<file path="config.mk">
export PLATFORM = sky130hd
export DESIGN_NAME = sis_ctrl_flat
export DESIGN_NICKNAME = d
export VERILOG_FILES = /design/src/sis_pkg.sv /design/src/sis_link_if.sv /design/src/sis_ctrl.sv /design/src/flat_wrapper.sv
export SDC_FILE = /design/constraint.sdc
export NUM_CORES = 1
export LEC_CHECK = 0
export ABC_AREA = 1
export BUFFER_PORTS_ARGS = -buffer_cell sky130_fd_sc_hd__buf_2
export CAP_MARGIN = 5
export CORE_MARGIN = 2
export CORE_UTILIZATION = 59
export DETAILED_ROUTE_END_ITERATION = 10
export GPL_TIMING_DRIVEN = 1
export PLACE_DENSITY = 0.85
export SETUP_SLACK_MARGIN = 0.5
export SYNTH_ARGS = -nofsm -noshare
export SYNTH_HDL_FRONTEND = slang
export SYNTH_SLANG_ARGS = --single-unit
</file>
<file path="constraint.sdc">
create_clock -name clk -period 2.3 [get_ports clk]
set_input_delay 0.115 -clock clk [delete_from_list [all_inputs] [get_ports clk]]
set_output_delay 0.115 -clock clk [all_outputs]
set_load 0.01 [all_outputs]
</file>
<file path="src/sis_pkg.sv">
// shared constants for the sdram init / self-refresh sequencer pair
// assumes a single 50 MHz clock shared by controller and device model
package sis_pkg;
  // ****************************************************************
  // clock and timing
  // ****************************************************************
  localparam int CLK_PERIOD_NS    = 20;       // clk period
  localparam int STABLE_TIME_US   = 200;      // power-up clock stable time
  localparam int ROW_ACTIVE_NS    = 42;       // row-active minimum, fast grade
  localparam int ROW_CYCLE_NS     = 60;       // row-cycle minimum, fast grade
  localparam int SRX_TIME_NS      = 20;       // self-refresh exit hold, plain default
  localparam int PRECHARGE_NS     = 18;       // precharge to refresh
  // least times round up to whole cycles
  localparam int STABLE_CYC = (STABLE_TIME_US * 1000 + CLK_PERIOD_NS - 1) / CLK_PERIOD_NS;
  localparam int RAS_CYC    = (ROW_ACTIVE_NS + CLK_PERIOD_NS - 1) / CLK_PERIOD_NS;
  localparam int RC_CYC     = (ROW_CYCLE_NS + CLK_PERIOD_NS - 1) / CLK_PERIOD_NS;
  localparam int SRX_CYC    = (SRX_TIME_NS + CLK_PERIOD_NS - 1) / CLK_PERIOD_NS;
  localparam int RP_CYC     = (PRECHARGE_NS + CLK_PERIOD_NS - 1) / CLK_PERIOD_NS;
  localparam int INIT_REFRESH_CNT  = 2;       // refreshes in initialisation
  localparam int BURST_REFRESH_CNT = 2048;    // burst refresh around self-refresh
  localparam int CNT_W             = 16;      // width of delay counters
  // ****************************************************************
  // command encoding {cs_n, ras_n, cas_n, we_n}
  // ****************************************************************
  localparam logic [3:0] CMD_NOP   = 4'h7;    // no_operation_cmd
  localparam logic [3:0] CMD_DESEL = 4'h8;    // chip deselected
  localparam logic [3:0] CMD_PRE   = 4'h2;    // precharge
  localparam logic [3:0] CMD_MRS   = 4'h0;    // mode register set
  localparam logic [3:0] CMD_REF   = 4'h1;    // auto_refresh_cmd / self entry
  localparam logic [10:0] ADDR_ALL_BANKS = 11'h400; // a10 high selects all banks
  localparam logic [10:0] MODE_DEFAULT   = 11'h020; // cas latency 2, burst 1
  localparam logic [1:0]  DEV_INIT  = 2'h0;   // device status codes
  localparam logic [1:0]  DEV_READY = 2'h1;
  localparam logic [1:0]  DEV_SELF  = 2'h2;
  localparam logic [1:0]  DEV_ERROR = 2'h3;
endpackage : sis_pkg

</file>
<file path="src/sis_link_if.sv">
// control pins between controller and sdram device end
// assumes both ends run on the same clk
`timescale 1ns/10ps
interface sis_link_if;
  logic        cke;             // clock enable
  logic        cs_n;            // chip select, active low
  logic        ras_n;           // row strobe
  logic        cas_n;           // column strobe
  logic        we_n;            // write strobe
  logic [10:0] addr;            // address
  logic        ba;              // bank select
  logic        low_byte_mask;   // byte masks
  logic        high_byte_mask;
  logic        clk_run;         // controller lets the memory clock run
  modport ctrl (output cke, cs_n, ras_n, cas_n, we_n, addr, ba, low_byte_mask, high_byte_mask, clk_run);
  modport dev  (input  cke, cs_n, ras_n, cas_n, we_n, addr, ba, low_byte_mask, high_byte_mask, clk_run);
endinterface : sis_link_if

</file>
<file path="src/sis_ctrl.sv">
// controller end: power-up init and self-refresh entry/exit
// assumes a user that requests self-refresh by level
// How it works
// power-up: cke low, masks high, no-op
// clock stable 200 us before cke
// masks stay high while cke rises
// precharge all banks after cke
// mode register set during init
// at least two init auto-refreshes
// refreshes before or after mode set
// cs, ras, cas, cke low enters
// device ignores all but cke after
// stays in self-refresh while cke low
// wait row-active time before exit
// restart clock, stable, then cke high
// hold cke high for exit time
// exit starts deselected, no command
// row-cycle time before next command
// burst refresh 2048 before and after
// ns minimums rounded up to cycles
// row-active time 42 ns fast grade
// row-cycle time 60 ns fast grade
// entry has write strobe high
// no-op is deselect or high strobes
`timescale 1ns/10ps
module sis_ctrl
  import sis_pkg::*;
#(
  parameter int STABLE_CYCLES = STABLE_CYC,        // shortenable power-up wait
  parameter int BURST_REFRESH = BURST_REFRESH_CNT, // refreshes around self-refresh
  parameter bit USE_BURST     = 1'b1               // burst refresh mode
)
(
  input  wire logic clk,
  input  wire logic reset,
  sis_link_if.ctrl  link,
  input  wire logic self_req,        // level: stay in self-refresh
  output logic      init_done,       // device ready for accesses
  output logic      self_active      // device in self-refresh
);
  typedef enum {C_STABLE, C_PRE, C_TRP, C_REF, C_MRS, C_IDLE, C_BREF_IN, C_ENTER,
                C_DWELL, C_SELF, C_CLKUP, C_EXIT, C_BREF_OUT} sis_cstate_e;
  sis_cstate_e       st, next_st;
  logic [CNT_W-1:0]  wait_cnt, next_wait_cnt;   // delay counter
  logic [CNT_W-1:0]  ref_cnt, next_ref_cnt;     // refreshes issued
  logic [3:0]        next_cmd;
  logic              next_cke, next_clk_run, next_mask;
  logic [10:0]       next_addr;
  logic              next_init_done, next_self_active;

  // cycles to count, minus one for the issuing cycle
  function automatic logic [CNT_W-1:0] cyc(input int n);
    cyc = (n > 1) ? CNT_W'(n - 1) : '0;
  endfunction : cyc

  // ****************************************************************
  // next-state logic
  // ****************************************************************
  always_comb
  begin
    next_st          = st;
    next_wait_cnt    = (wait_cnt != '0) ? wait_cnt - 1'b1 : wait_cnt;
    next_ref_cnt     = ref_cnt;
    next_cmd         = CMD_NOP;
    next_cke         = link.cke;
    next_clk_run     = 1'b1;
    next_mask        = 1'b0;
    next_addr        = 11'h000;
    next_init_done   = init_done;
    next_self_active = self_active;
    case (st)
      C_STABLE:
      begin
        // cke low, masks high until the clock has been stable  R1 R2 R3
        next_mask = 1'b1;
        next_cke  = 1'b0;
        if (wait_cnt == '0)
        begin
          next_cke = 1'b1;
          next_st  = C_PRE;
        end
      end
      C_PRE:
      begin
        next_cmd      = CMD_PRE;
        next_addr     = ADDR_ALL_BANKS;
        next_wait_cnt = cyc(RP_CYC);
        next_st       = C_TRP;
      end
      C_TRP:
        if (wait_cnt == '0)
          next_st = C_REF;
      C_REF:
      begin
        // refreshes first, then mode set  R6 R7
        if (wait_cnt == '0)
        begin
          if (ref_cnt == CNT_W'(INIT_REFRESH_CNT))
            next_st = C_MRS;
          else
          begin
            next_cmd      = CMD_REF;
            next_ref_cnt  = ref_cnt + 1'b1;
            next_wait_cnt = cyc(RC_CYC);
          end
        end
      end
      C_MRS:
      begin
        next_cmd       = CMD_MRS;
        next_addr      = MODE_DEFAULT;
        next_ref_cnt   = '0;
        next_init_done = 1'b1;
        next_st        = C_IDLE;
      end
      C_IDLE:
        if (self_req && wait_cnt == '0)
          next_st = USE_BURST ? C_BREF_IN : C_ENTER;
      C_BREF_IN, C_BREF_OUT:
      begin
        // back-to-back burst refresh around self-refresh  R16
        if (wait_cnt == '0)
        begin
          if (ref_cnt == CNT_W'(BURST_REFRESH))
          begin
            next_ref_cnt = '0;
            next_st      = (st == C_BREF_IN) ? C_ENTER : C_IDLE;
          end
          else
          begin
            next_cmd      = CMD_REF;
            next_ref_cnt  = ref_cnt + 1'b1;
            next_wait_cnt = cyc(RC_CYC);
          end
        end
      end
      C_ENTER:
      begin
        // refresh encoding with cke low, write strobe high  R8 R20
        next_cmd         = CMD_REF;
        next_cke         = 1'b0;
        next_self_active = 1'b1;
        next_wait_cnt    = cyc(RAS_CYC);
        next_st          = C_DWELL;
      end
      C_DWELL:
      begin
        next_cke = 1'b0;
        if (wait_cnt == '0)
          next_st = C_SELF;
      end
      C_SELF:
      begin
        // clock may stop; device only looks at cke  R9
        next_cke     = 1'b0;
        next_clk_run = 1'b0;
        if (!self_req)
        begin
          next_clk_run  = 1'b1;
          next_wait_cnt = cyc(2);
          next_st       = C_CLKUP;
        end
      end
      C_CLKUP:
      begin
        // clock restarted, let it settle before cke  R12
        next_cke = 1'b0;
        if (wait_cnt == '0)
        begin
          next_cke      = 1'b1;
          next_cmd      = CMD_DESEL;
          next_wait_cnt = cyc(RC_CYC) > cyc(SRX_CYC) ? cyc(RC_CYC) : cyc(SRX_CYC);
          next_st       = C_EXIT;
        end
      end
      C_EXIT:
      begin
        next_cmd = CMD_DESEL;
        if (wait_cnt == '0)
        begin
          next_self_active = 1'b0;
          next_st          = USE_BURST ? C_BREF_OUT : C_IDLE;
        end
      end
      default:
        next_st = C_STABLE;
    endcase
  end

  // ****************************************************************
  // registers; link pins come straight from flops
  // ****************************************************************
  always_ff @(posedge clk or posedge reset)
  begin
    if (reset)
    begin
      st                  <= C_STABLE;
      wait_cnt            <= CNT_W'(STABLE_CYCLES - 1);
      ref_cnt             <= '0;
      link.cke            <= 1'b0;
      {link.cs_n, link.ras_n, link.cas_n, link.we_n} <= CMD_NOP;
      link.addr           <= 11'h000;
      link.ba             <= 1'b0;
      link.low_byte_mask  <= 1'b1;
      link.high_byte_mask <= 1'b1;
      link.clk_run        <= 1'b1;
      init_done           <= 1'b0;
      self_active         <= 1'b0;
    end
    else
    begin
      st                  <= next_st;
      wait_cnt            <= next_wait_cnt;
      ref_cnt             <= next_ref_cnt;
      link.cke            <= next_cke;
      {link.cs_n, link.ras_n, link.cas_n, link.we_n} <= next_cmd;
      link.addr           <= next_addr;
      link.ba             <= 1'b0;
      link.low_byte_mask  <= next_mask;
      link.high_byte_mask <= next_mask;
      link.clk_run        <= next_clk_run;
      init_done           <= next_init_done;
      self_active         <= next_self_active;
    end
  end
endmodule : sis_ctrl

</file>
<file path="src/flat_wrapper.sv">
// flat-port wrapper written by rule: the top's interface ports become plain ports
module sis_ctrl_flat import sis_pkg::*;
#(
  parameter int STABLE_CYCLES = STABLE_CYC,                                    
  parameter int BURST_REFRESH = BURST_REFRESH_CNT,                                 
  parameter bit USE_BURST     = 1'b1                                    
)
  (clk, reset, self_req, init_done, self_active, link_cke, link_cs_n, link_ras_n, link_cas_n, link_we_n, link_addr, link_ba, link_low_byte_mask, link_high_byte_mask, link_clk_run);
  sis_link_if link_i ();
  input  wire logic clk;
  input  wire logic reset;
  input  wire logic self_req;
  output logic init_done;
  output logic self_active;
  output wire logic [$bits(link_i.cke)-1:0] link_cke;
  output wire logic [$bits(link_i.cs_n)-1:0] link_cs_n;
  output wire logic [$bits(link_i.ras_n)-1:0] link_ras_n;
  output wire logic [$bits(link_i.cas_n)-1:0] link_cas_n;
  output wire logic [$bits(link_i.we_n)-1:0] link_we_n;
  output wire logic [$bits(link_i.addr)-1:0] link_addr;
  output wire logic [$bits(link_i.ba)-1:0] link_ba;
  output wire logic [$bits(link_i.low_byte_mask)-1:0] link_low_byte_mask;
  output wire logic [$bits(link_i.high_byte_mask)-1:0] link_high_byte_mask;
  output wire logic [$bits(link_i.clk_run)-1:0] link_clk_run;
  assign link_cke = link_i.cke;
  assign link_cs_n = link_i.cs_n;
  assign link_ras_n = link_i.ras_n;
  assign link_cas_n = link_i.cas_n;
  assign link_we_n = link_i.we_n;
  assign link_addr = link_i.addr;
  assign link_ba = link_i.ba;
  assign link_low_byte_mask = link_i.low_byte_mask;
  assign link_high_byte_mask = link_i.high_byte_mask;
  assign link_clk_run = link_i.clk_run;
  sis_ctrl #(.STABLE_CYCLES(STABLE_CYCLES), .BURST_REFRESH(BURST_REFRESH), .USE_BURST(USE_BURST)) u_core (.clk(clk), .reset(reset), .link(link_i), .self_req(self_req), .init_done(init_done), .self_active(self_active));
endmodule
</file>
==> impl_metrics.tcl, run 1 <==
set metrics [dict create \
    skew_ps 8.57 \
    cp.arrival_ps 2030 \
    synthAdderAreaFrac_pct 2.29 \
    row_count 27 \
    rr_endpoint "u_core.wait_cnt[0]$_DFF_PP1_" \
    worstPathCellList "nor2_1, nand2_2, nor2_4, nand2_4, ha_4, inv_4, nand3_2, nand2_1, nand3_1, nand4_1" \
    clock_sinks 47 \
    muxShareOfSynthArea_pct 0 \
    grt_pass1_wl_um 13000 \
    timing.slew.headroom_pct 38.2 \
    drive_gt1_share_pct 28.6 \
    utilization_pct 69.7 \
    ant_nets 0 \
    ios 25 \
    worstPathMaxFanout 5 \
    holdBufCountCts 0 \
    initial_utilization_pct 60.3 \
    total_power_mw 4.99 \
    drt-initial-drc-count 348 \
    cts.clk_slew.worst_paths_ps 90 \
    outcome "complete, no violations" \
    fin_crit_ps 1810 \
    grt_pass1_vias 2806 \
    die_w_um 78.5 \
    rrSetupSlack_ps 490 \
    cts_tree "done" \
    layout.nets 504 \
    yosys_register_bits 47 \
    yosys.area_share.simple_pct 36.7 \
    drc 0 \
    critPathKind "reg -> reg" \
    cap_violations 0 \
    port_buffers 14 \
    cp-start-kind "flop" \
    rsz0062_at_grt "yes" \
    cellPowerDensity_nw_per_um2 1310 \
    synth.top_cell.area_share_pct 26.0 \
    synthesis.area_um2 3280 \
    coreArea_um2 5440 \
    r2r_start "u_core.wait_cnt[5]$_DFF_PP0_" \
    syn_to_final_growth_pct 15.7 \
    gp_congestion 0.952 \
    worst_path_dominant_cell_family "simple AND/OR/NAND/NOR gates" \
    synth_cell_types 37 \
    hpwlAfterDp_um 5160 \
    setup_viol 0 \
    synth_area_leader_cell "dfrtp_1" \
    critPathRequiredTime_ps 2530 \
    routed_via_density 5.48 \
    wl_per_cell_um 14.3 \
    layout_common_cells "117 x nand2_1, 50 x nor2_1, 39 x inv_1, 34 x nand3_1, 28 x dfrtp_1" \
    ir_worst_vdd_mv 0.800 \
    finalHoldViolCount 0 \
    chipHeight_um 78.5 \
    critPathBufInv 1 \
    min_path_type "in -> async" \
    synth_top_family_by_area "simple AND/OR/NAND/NOR gates" \
    grt_antenna_before_repair 0 \
    final_common_cell "nand2_1" \
    clock.fmax_mhz 554 \
    r2r_cells 10 \
    cp-end-kind "flop" \
    synth_warnings 0 \
    worstMarginPinSlew_ps 926 \
    finalCritPeriodShare_pct 78.5 \
    syn_area_per_cell_um2 7.08 \
    synth-seq-area-share_pct 36.4 \
    fillerInstances 417 \
    first_pass_iters 5 \
    cts_root_buf "clkbuf_8" \
    via_count 3112 \
    grt_max_degree 47 \
    n_antenna_cell 0 \
    clockBufferDepth 2 \
    grt.total_usage_pct 26.6 \
    synthXorXnorAreaFrac_pct 5.34 \
    synth_compound_area_share_pct 7.82 \
    insertion_delay_ps 310 \
    htreeDepth 2 \
    slew_viol_final 0 \
    crit_path_top_delay_cell "dfrtp_1" \
    dieArea_um2 6170 \
    route.final.wire_length_um 8120 \
    netlist_instances 463 \
    p_leak_nw 1.87 \
    cts_made_buffers 5 \
    setup-tns-final_ps 0 \
    gr-total-overflow 0 \
    slowest_delay_ps 430 \
    synthTopCellsByArea "dfrtp_1 26%, nand2_1 15%, dfstp_2 10%" \
]
## cell type report
| cell class | count | area [um^2] | share of cell area [%] |
|---|---|---|---|
| Tap cell | 72 | 90.1 | 2.37 |
| Clock buffer | 6 | 82.6 | 2.18 |
| Clock inverter | 2 | 35.0 | 0.923 |
| Sequential cell | 47 | 1200 | 31.6 |
| Timing Repair Buffer | 33 | 213 | 5.61 |
| Multi-Input combinational cell | 348 | 1930 | 51.0 |
| Inverter | 60 | 239 | 6.30 |
## cells by family after synthesis
kind of cell             Yosys count
flip-flops                        47
XOR/XNOR                          20
AO/OA/AOI/OAI                     41
other                              1
buffers and inverters             79
AND/OR/NAND/NOR                  269
adder cells (fa/ha/maj)            6
## report_power, final
group | leakage, nW | internal, mW | switching (mW) | total (mW)
Combinational | 1.24 | 1.10 | 1.88 | 2.98
Clock | 0.0612 | 0.352 | 0.281 | 0.632
Sequential | 0.577 | 1.13 | 0.246 | 1.37
Total | 1.87 | 2.58 | 2.41 | 4.99
## synthesized netlist by cell type
cell and count:
nand3_1 35, clkinv_2 1, nand3b_1 1, nand2_2 6, a21oi_1 10, buf_6 3, nor3_1 10, nor3_2 1
clkbuf_1 2, inv_1 47, a21o_1 1, nor2_1 63, inv_2 10, or2_2 1, nor2_4 4, o211ai_1 5
o21ai_1 3, buf_4 12, xor2_1 10, inv_4 2, nor2b_1 1, xnor2_1 10, o21bai_1 1, a31o_2 2
dfstp_2 13, conb_1 1, nand2_1 128, nor2_2 4, o2111ai_1 2, nand3_2 1, o21ai_0 12, dfrtp_1 34
ha_1 6, buf_2 2, nand4_1 9, nand2_4 5, o21ai_2 5
## routing by layer
metal | GRT usage [%] | share of wire [%]
met5 | 0 | 0
met4 | 8.95 | 2.8
met3 | 4.25 | 6.3
met2 | 44.6 | 48
met1 | 35.0 | 43
## how the worst max path moves through the flow
stage | start | cells after the start | slack (ps) | end
2_1_floorplan | u_core.wait_cnt[0]$_DFF_PP1_ | 13 | 540 | u_core.wait_cnt[0]$_DFF_PP1_
3_3_place_gp | u_core.wait_cnt[0]$_DFF_PP1_ | 13 | 430 | u_core.wait_cnt[4]$_DFF_PP0_
3_5_place_dp | u_core.wait_cnt[0]$_DFF_PP1_ | 13 | 300 | u_core.wait_cnt[7]$_DFF_PP0_
4_1_cts | u_core.wait_cnt[0]$_DFF_PP1_ | 12 | 500 | u_core.wait_cnt[0]$_DFF_PP1_
5_1_grt | u_core.wait_cnt[1]$_DFF_PP1_ | 13 | 380 | u_core.wait_cnt[0]$_DFF_PP1_
6_report | u_core.wait_cnt[5]$_DFF_PP0_ | 10 | 490 | u_core.wait_cnt[0]$_DFF_PP1_
## sequential cells by signal (all words and copies together), names as in the netlist
register                   flops
u_core.init_done               1
u_core.link.addr               2
u_core.link.cas_n              1
u_core.link.cke                1
u_core.link.clk_run            1
u_core.link.cs_n               1
u_core.link.low_byte_mask      1
u_core.link.ras_n              1
u_core.link.we_n               1
u_core.ref_cnt                16
u_core.self_active             1
u_core.st                      4
u_core.wait_cnt               16
## per-stage QoR
step / cells / hold slack (ps) / setup WS (ps) / instance area [um^2]
final: 568 / 13.3 / 494 / 3790
after detailed placement: 540 / 382 / 298 / 3340
after global placement: 540 / 368 / 428 / 3340
after floorplan: 472 / 231 / 541 / 3310
after CTS: 555 / 57.5 / 505 / 3570
after global routing: 568 / 110 / 384 / 3790
## timing repair
action	in CTS	in global routing
pin swaps	3	15
endpoints found under the setup margin	29	38
cloned	2	0
gates resized for setup	16	44
buffers inserted	5	13
Power figures use the tool's default switching activity.
==> inputs of run 2 (changes only) <==
- clock period: 2.3 -> 1.8 ns (I/O delays scaled with it)
==> run 2 against run 1 <==
Clock skew is 2.3 ps higher. Via count is 23% higher. The run now ends with setup timing left. Wire length is 56% higher. First-iteration DRC count is 25% higher. Largest cell class unchanged. Critical path depth is 1 lower. Sequential share of layout area is 5.3 points lower. Combinational power is 95% higher.
==> impl_metrics.tcl, run 2 (synthesis gave the netlist of run 1 again) <==
set metrics [dict create \
    outcome "complete, but fails checks" \
    violations "setup timing" \
    fin_crit_ps 1930 \
    die_w_um 78.5 \
    initial_utilization_pct 60.3 \
    fin_area_um2 4560 \
    clockBufferDepth 2 \
    wl_per_cell_um 21.0 \
    fin_ws_ps -129 \
    cts_made_buffers 5 \
    chipHeight_um 78.5 \
    post-place-ws_ps 18.1 \
    cap_violations 0 \
    clock_sinks 47 \
    cp-end-kind "flop" \
    route.final.wire_length_um 12600 \
    via_count 3827 \
    drt-initial-drc-count 435 \
    row_count 27 \
    first_pass_iters 6 \
    port_buffers 14 \
    min_path_cells 2 \
    gr-total-overflow 0 \
    slew_viol_final 0 \
    drc 0 \
    setup-tns-final_ps -1750 \
    total_power_mw 8.39 \
    cts.clk_slew.worst_paths_ps 90 \
    insertion_delay_ps 320 \
    reg.largest.list "u_core.ref_cnt (16), u_core.wait_cnt (16), u_core.st (4)" \
    dieArea_um2 6170 \
    gp_congestion 0.930 \
    p_leak_nw 2.29 \
    grt_antenna_before_repair 0 \
    cp-start-kind "flop" \
    layout.nets 538 \
    syn_to_final_growth_pct 39.2 \
    ant_nets 0 \
    routed_via_density 6.36 \
    final_common_cell "nand2_1" \
    placed_cell_area_um2 3540 \
    rsz0062_at_grt "yes" \
    ios 25 \
    grt_pass1_wl_um 15600 \
    worstPathMaxFanout 7 \
    placed_cells 556 \
    cp.arrival_ps 2190 \
    coreArea_um2 5440 \
    skew_ps 10.9 \
    finalHoldViolCount 0 \
    finalNonFillerCells 602 \
    setup_viol 36 \
    ir_worst_vdd_mv 1.65 \
    utilization_pct 83.9 \
    layout_common_cells "78 x nand2_1, 42 x nor2_1, 34 x buf_4, 31 x inv_1, 31 x nand3_1" \
    worst_hold_slack_ps 206 \
    cts_root_buf "clkbuf_8" \
    clock.fmax_mhz 518 \
    grt_pass1_vias 3261 \
    cts_tree "done" \
    finalCritPeriodShare_pct 107 \
    critPathKind "reg -> reg" \
    r2r_cells 9 \
    drive_gt1_share_pct 46.4 \
    hpwlAfterDp_um 5470 \
    n_antenna_cell 0 \
    critPathRequiredTime_ps 2060 \
    htreeDepth 2 \
    grt.total_usage_pct 32.3 \
    grt_max_degree 48 \
    cellPowerDensity_nw_per_um2 1840 \
    min_path_type "in -> reg" \
]
-- run 2: cell types whose count changed in the layout (fill, tap and decap cells not counted), moves of 8 or more --
cell and change:
buf_4 +15, nor2_1 -8, nand2_2 +14, nand2_1 -39, buf_6 +10, nand2_4 +22, inv_1 -8, inv_2 +8
-- run 2: power by group --
group	leakage, nW	internal, mW	total (mW)	switching (mW)
combinational	1.67	2.28	5.82	3.54
clock	0.0514	0.415	0.819	0.404
sequential	0.576	1.44	1.75	0.318
total	2.29	4.13	8.39	4.26
-- run 2: path summary, 6_finish.rpt --
| path | from | slack, ps | end |
|---|---|---|---|
| max reg2reg | u_core.ref_cnt[9]$_DFFE_PP0P_ | -130 | u_core.wait_cnt[3]$_DFF_PP1_ |
| max in group asynchronous | reset | 1170 | u_core.wait_cnt[2]$_DFF_PP1_ |
| min | self_req | 210 | u_core.link.clk_run$_DFF_PP1_ |
| min reg2reg | u_core.init_done$_DFFE_PP0P_ | 490 | u_core.init_done$_DFFE_PP0P_ |
| min in group asynchronous | reset | 340 | u_core.ref_cnt[4]$_DFFE_PP0P_ |
| max | u_core.ref_cnt[9]$_DFFE_PP0P_ | -130 | u_core.wait_cnt[3]$_DFF_PP1_ |
-- run 2: cell type report --
cell class	instances	area [um^2]
multi-input cells	347	2300
repair buffers	66	586
clock buffers	6	72.6
fillers	263	876
well taps	72	90.1
flip-flops and latches	47	1200
repair inverters	2	21.3
clock inverters	2	37.5
inverters	60	254
-- run 2: layer usage --
metal / up-vias / share of wire [%] / GRT usage (%)
li1: 1573 / - / -
met1: 1751 / 34 / 39.4
met2: 352 / 46 / 55.9
met3: 151 / 11 / 5.98
met4: 0 / 9.5 / 13.0
met5: - / 0 / 0
-- run 2: timing repair --
action                                  in CTS  in global routing
endpoints found under the hold margin       34                  0
gates resized for setup                     72                 99
endpoints found under the setup margin      43                 42
buffers inserted                            22                 11
cloned                                       3                  1
hold buffers                                 1                  0
pin swaps                                   22                 29
-- run 2: critical path, cell delays in order, from the launching register on --
cell and delay (ps):
dfrtp_2 490, nor2_2 240, nand3_1 150, nor2_1 180, nand3_1 220, nand2_4 160
nand2_8 80, nand3_4 160, nand2_1 100, inv_1 90
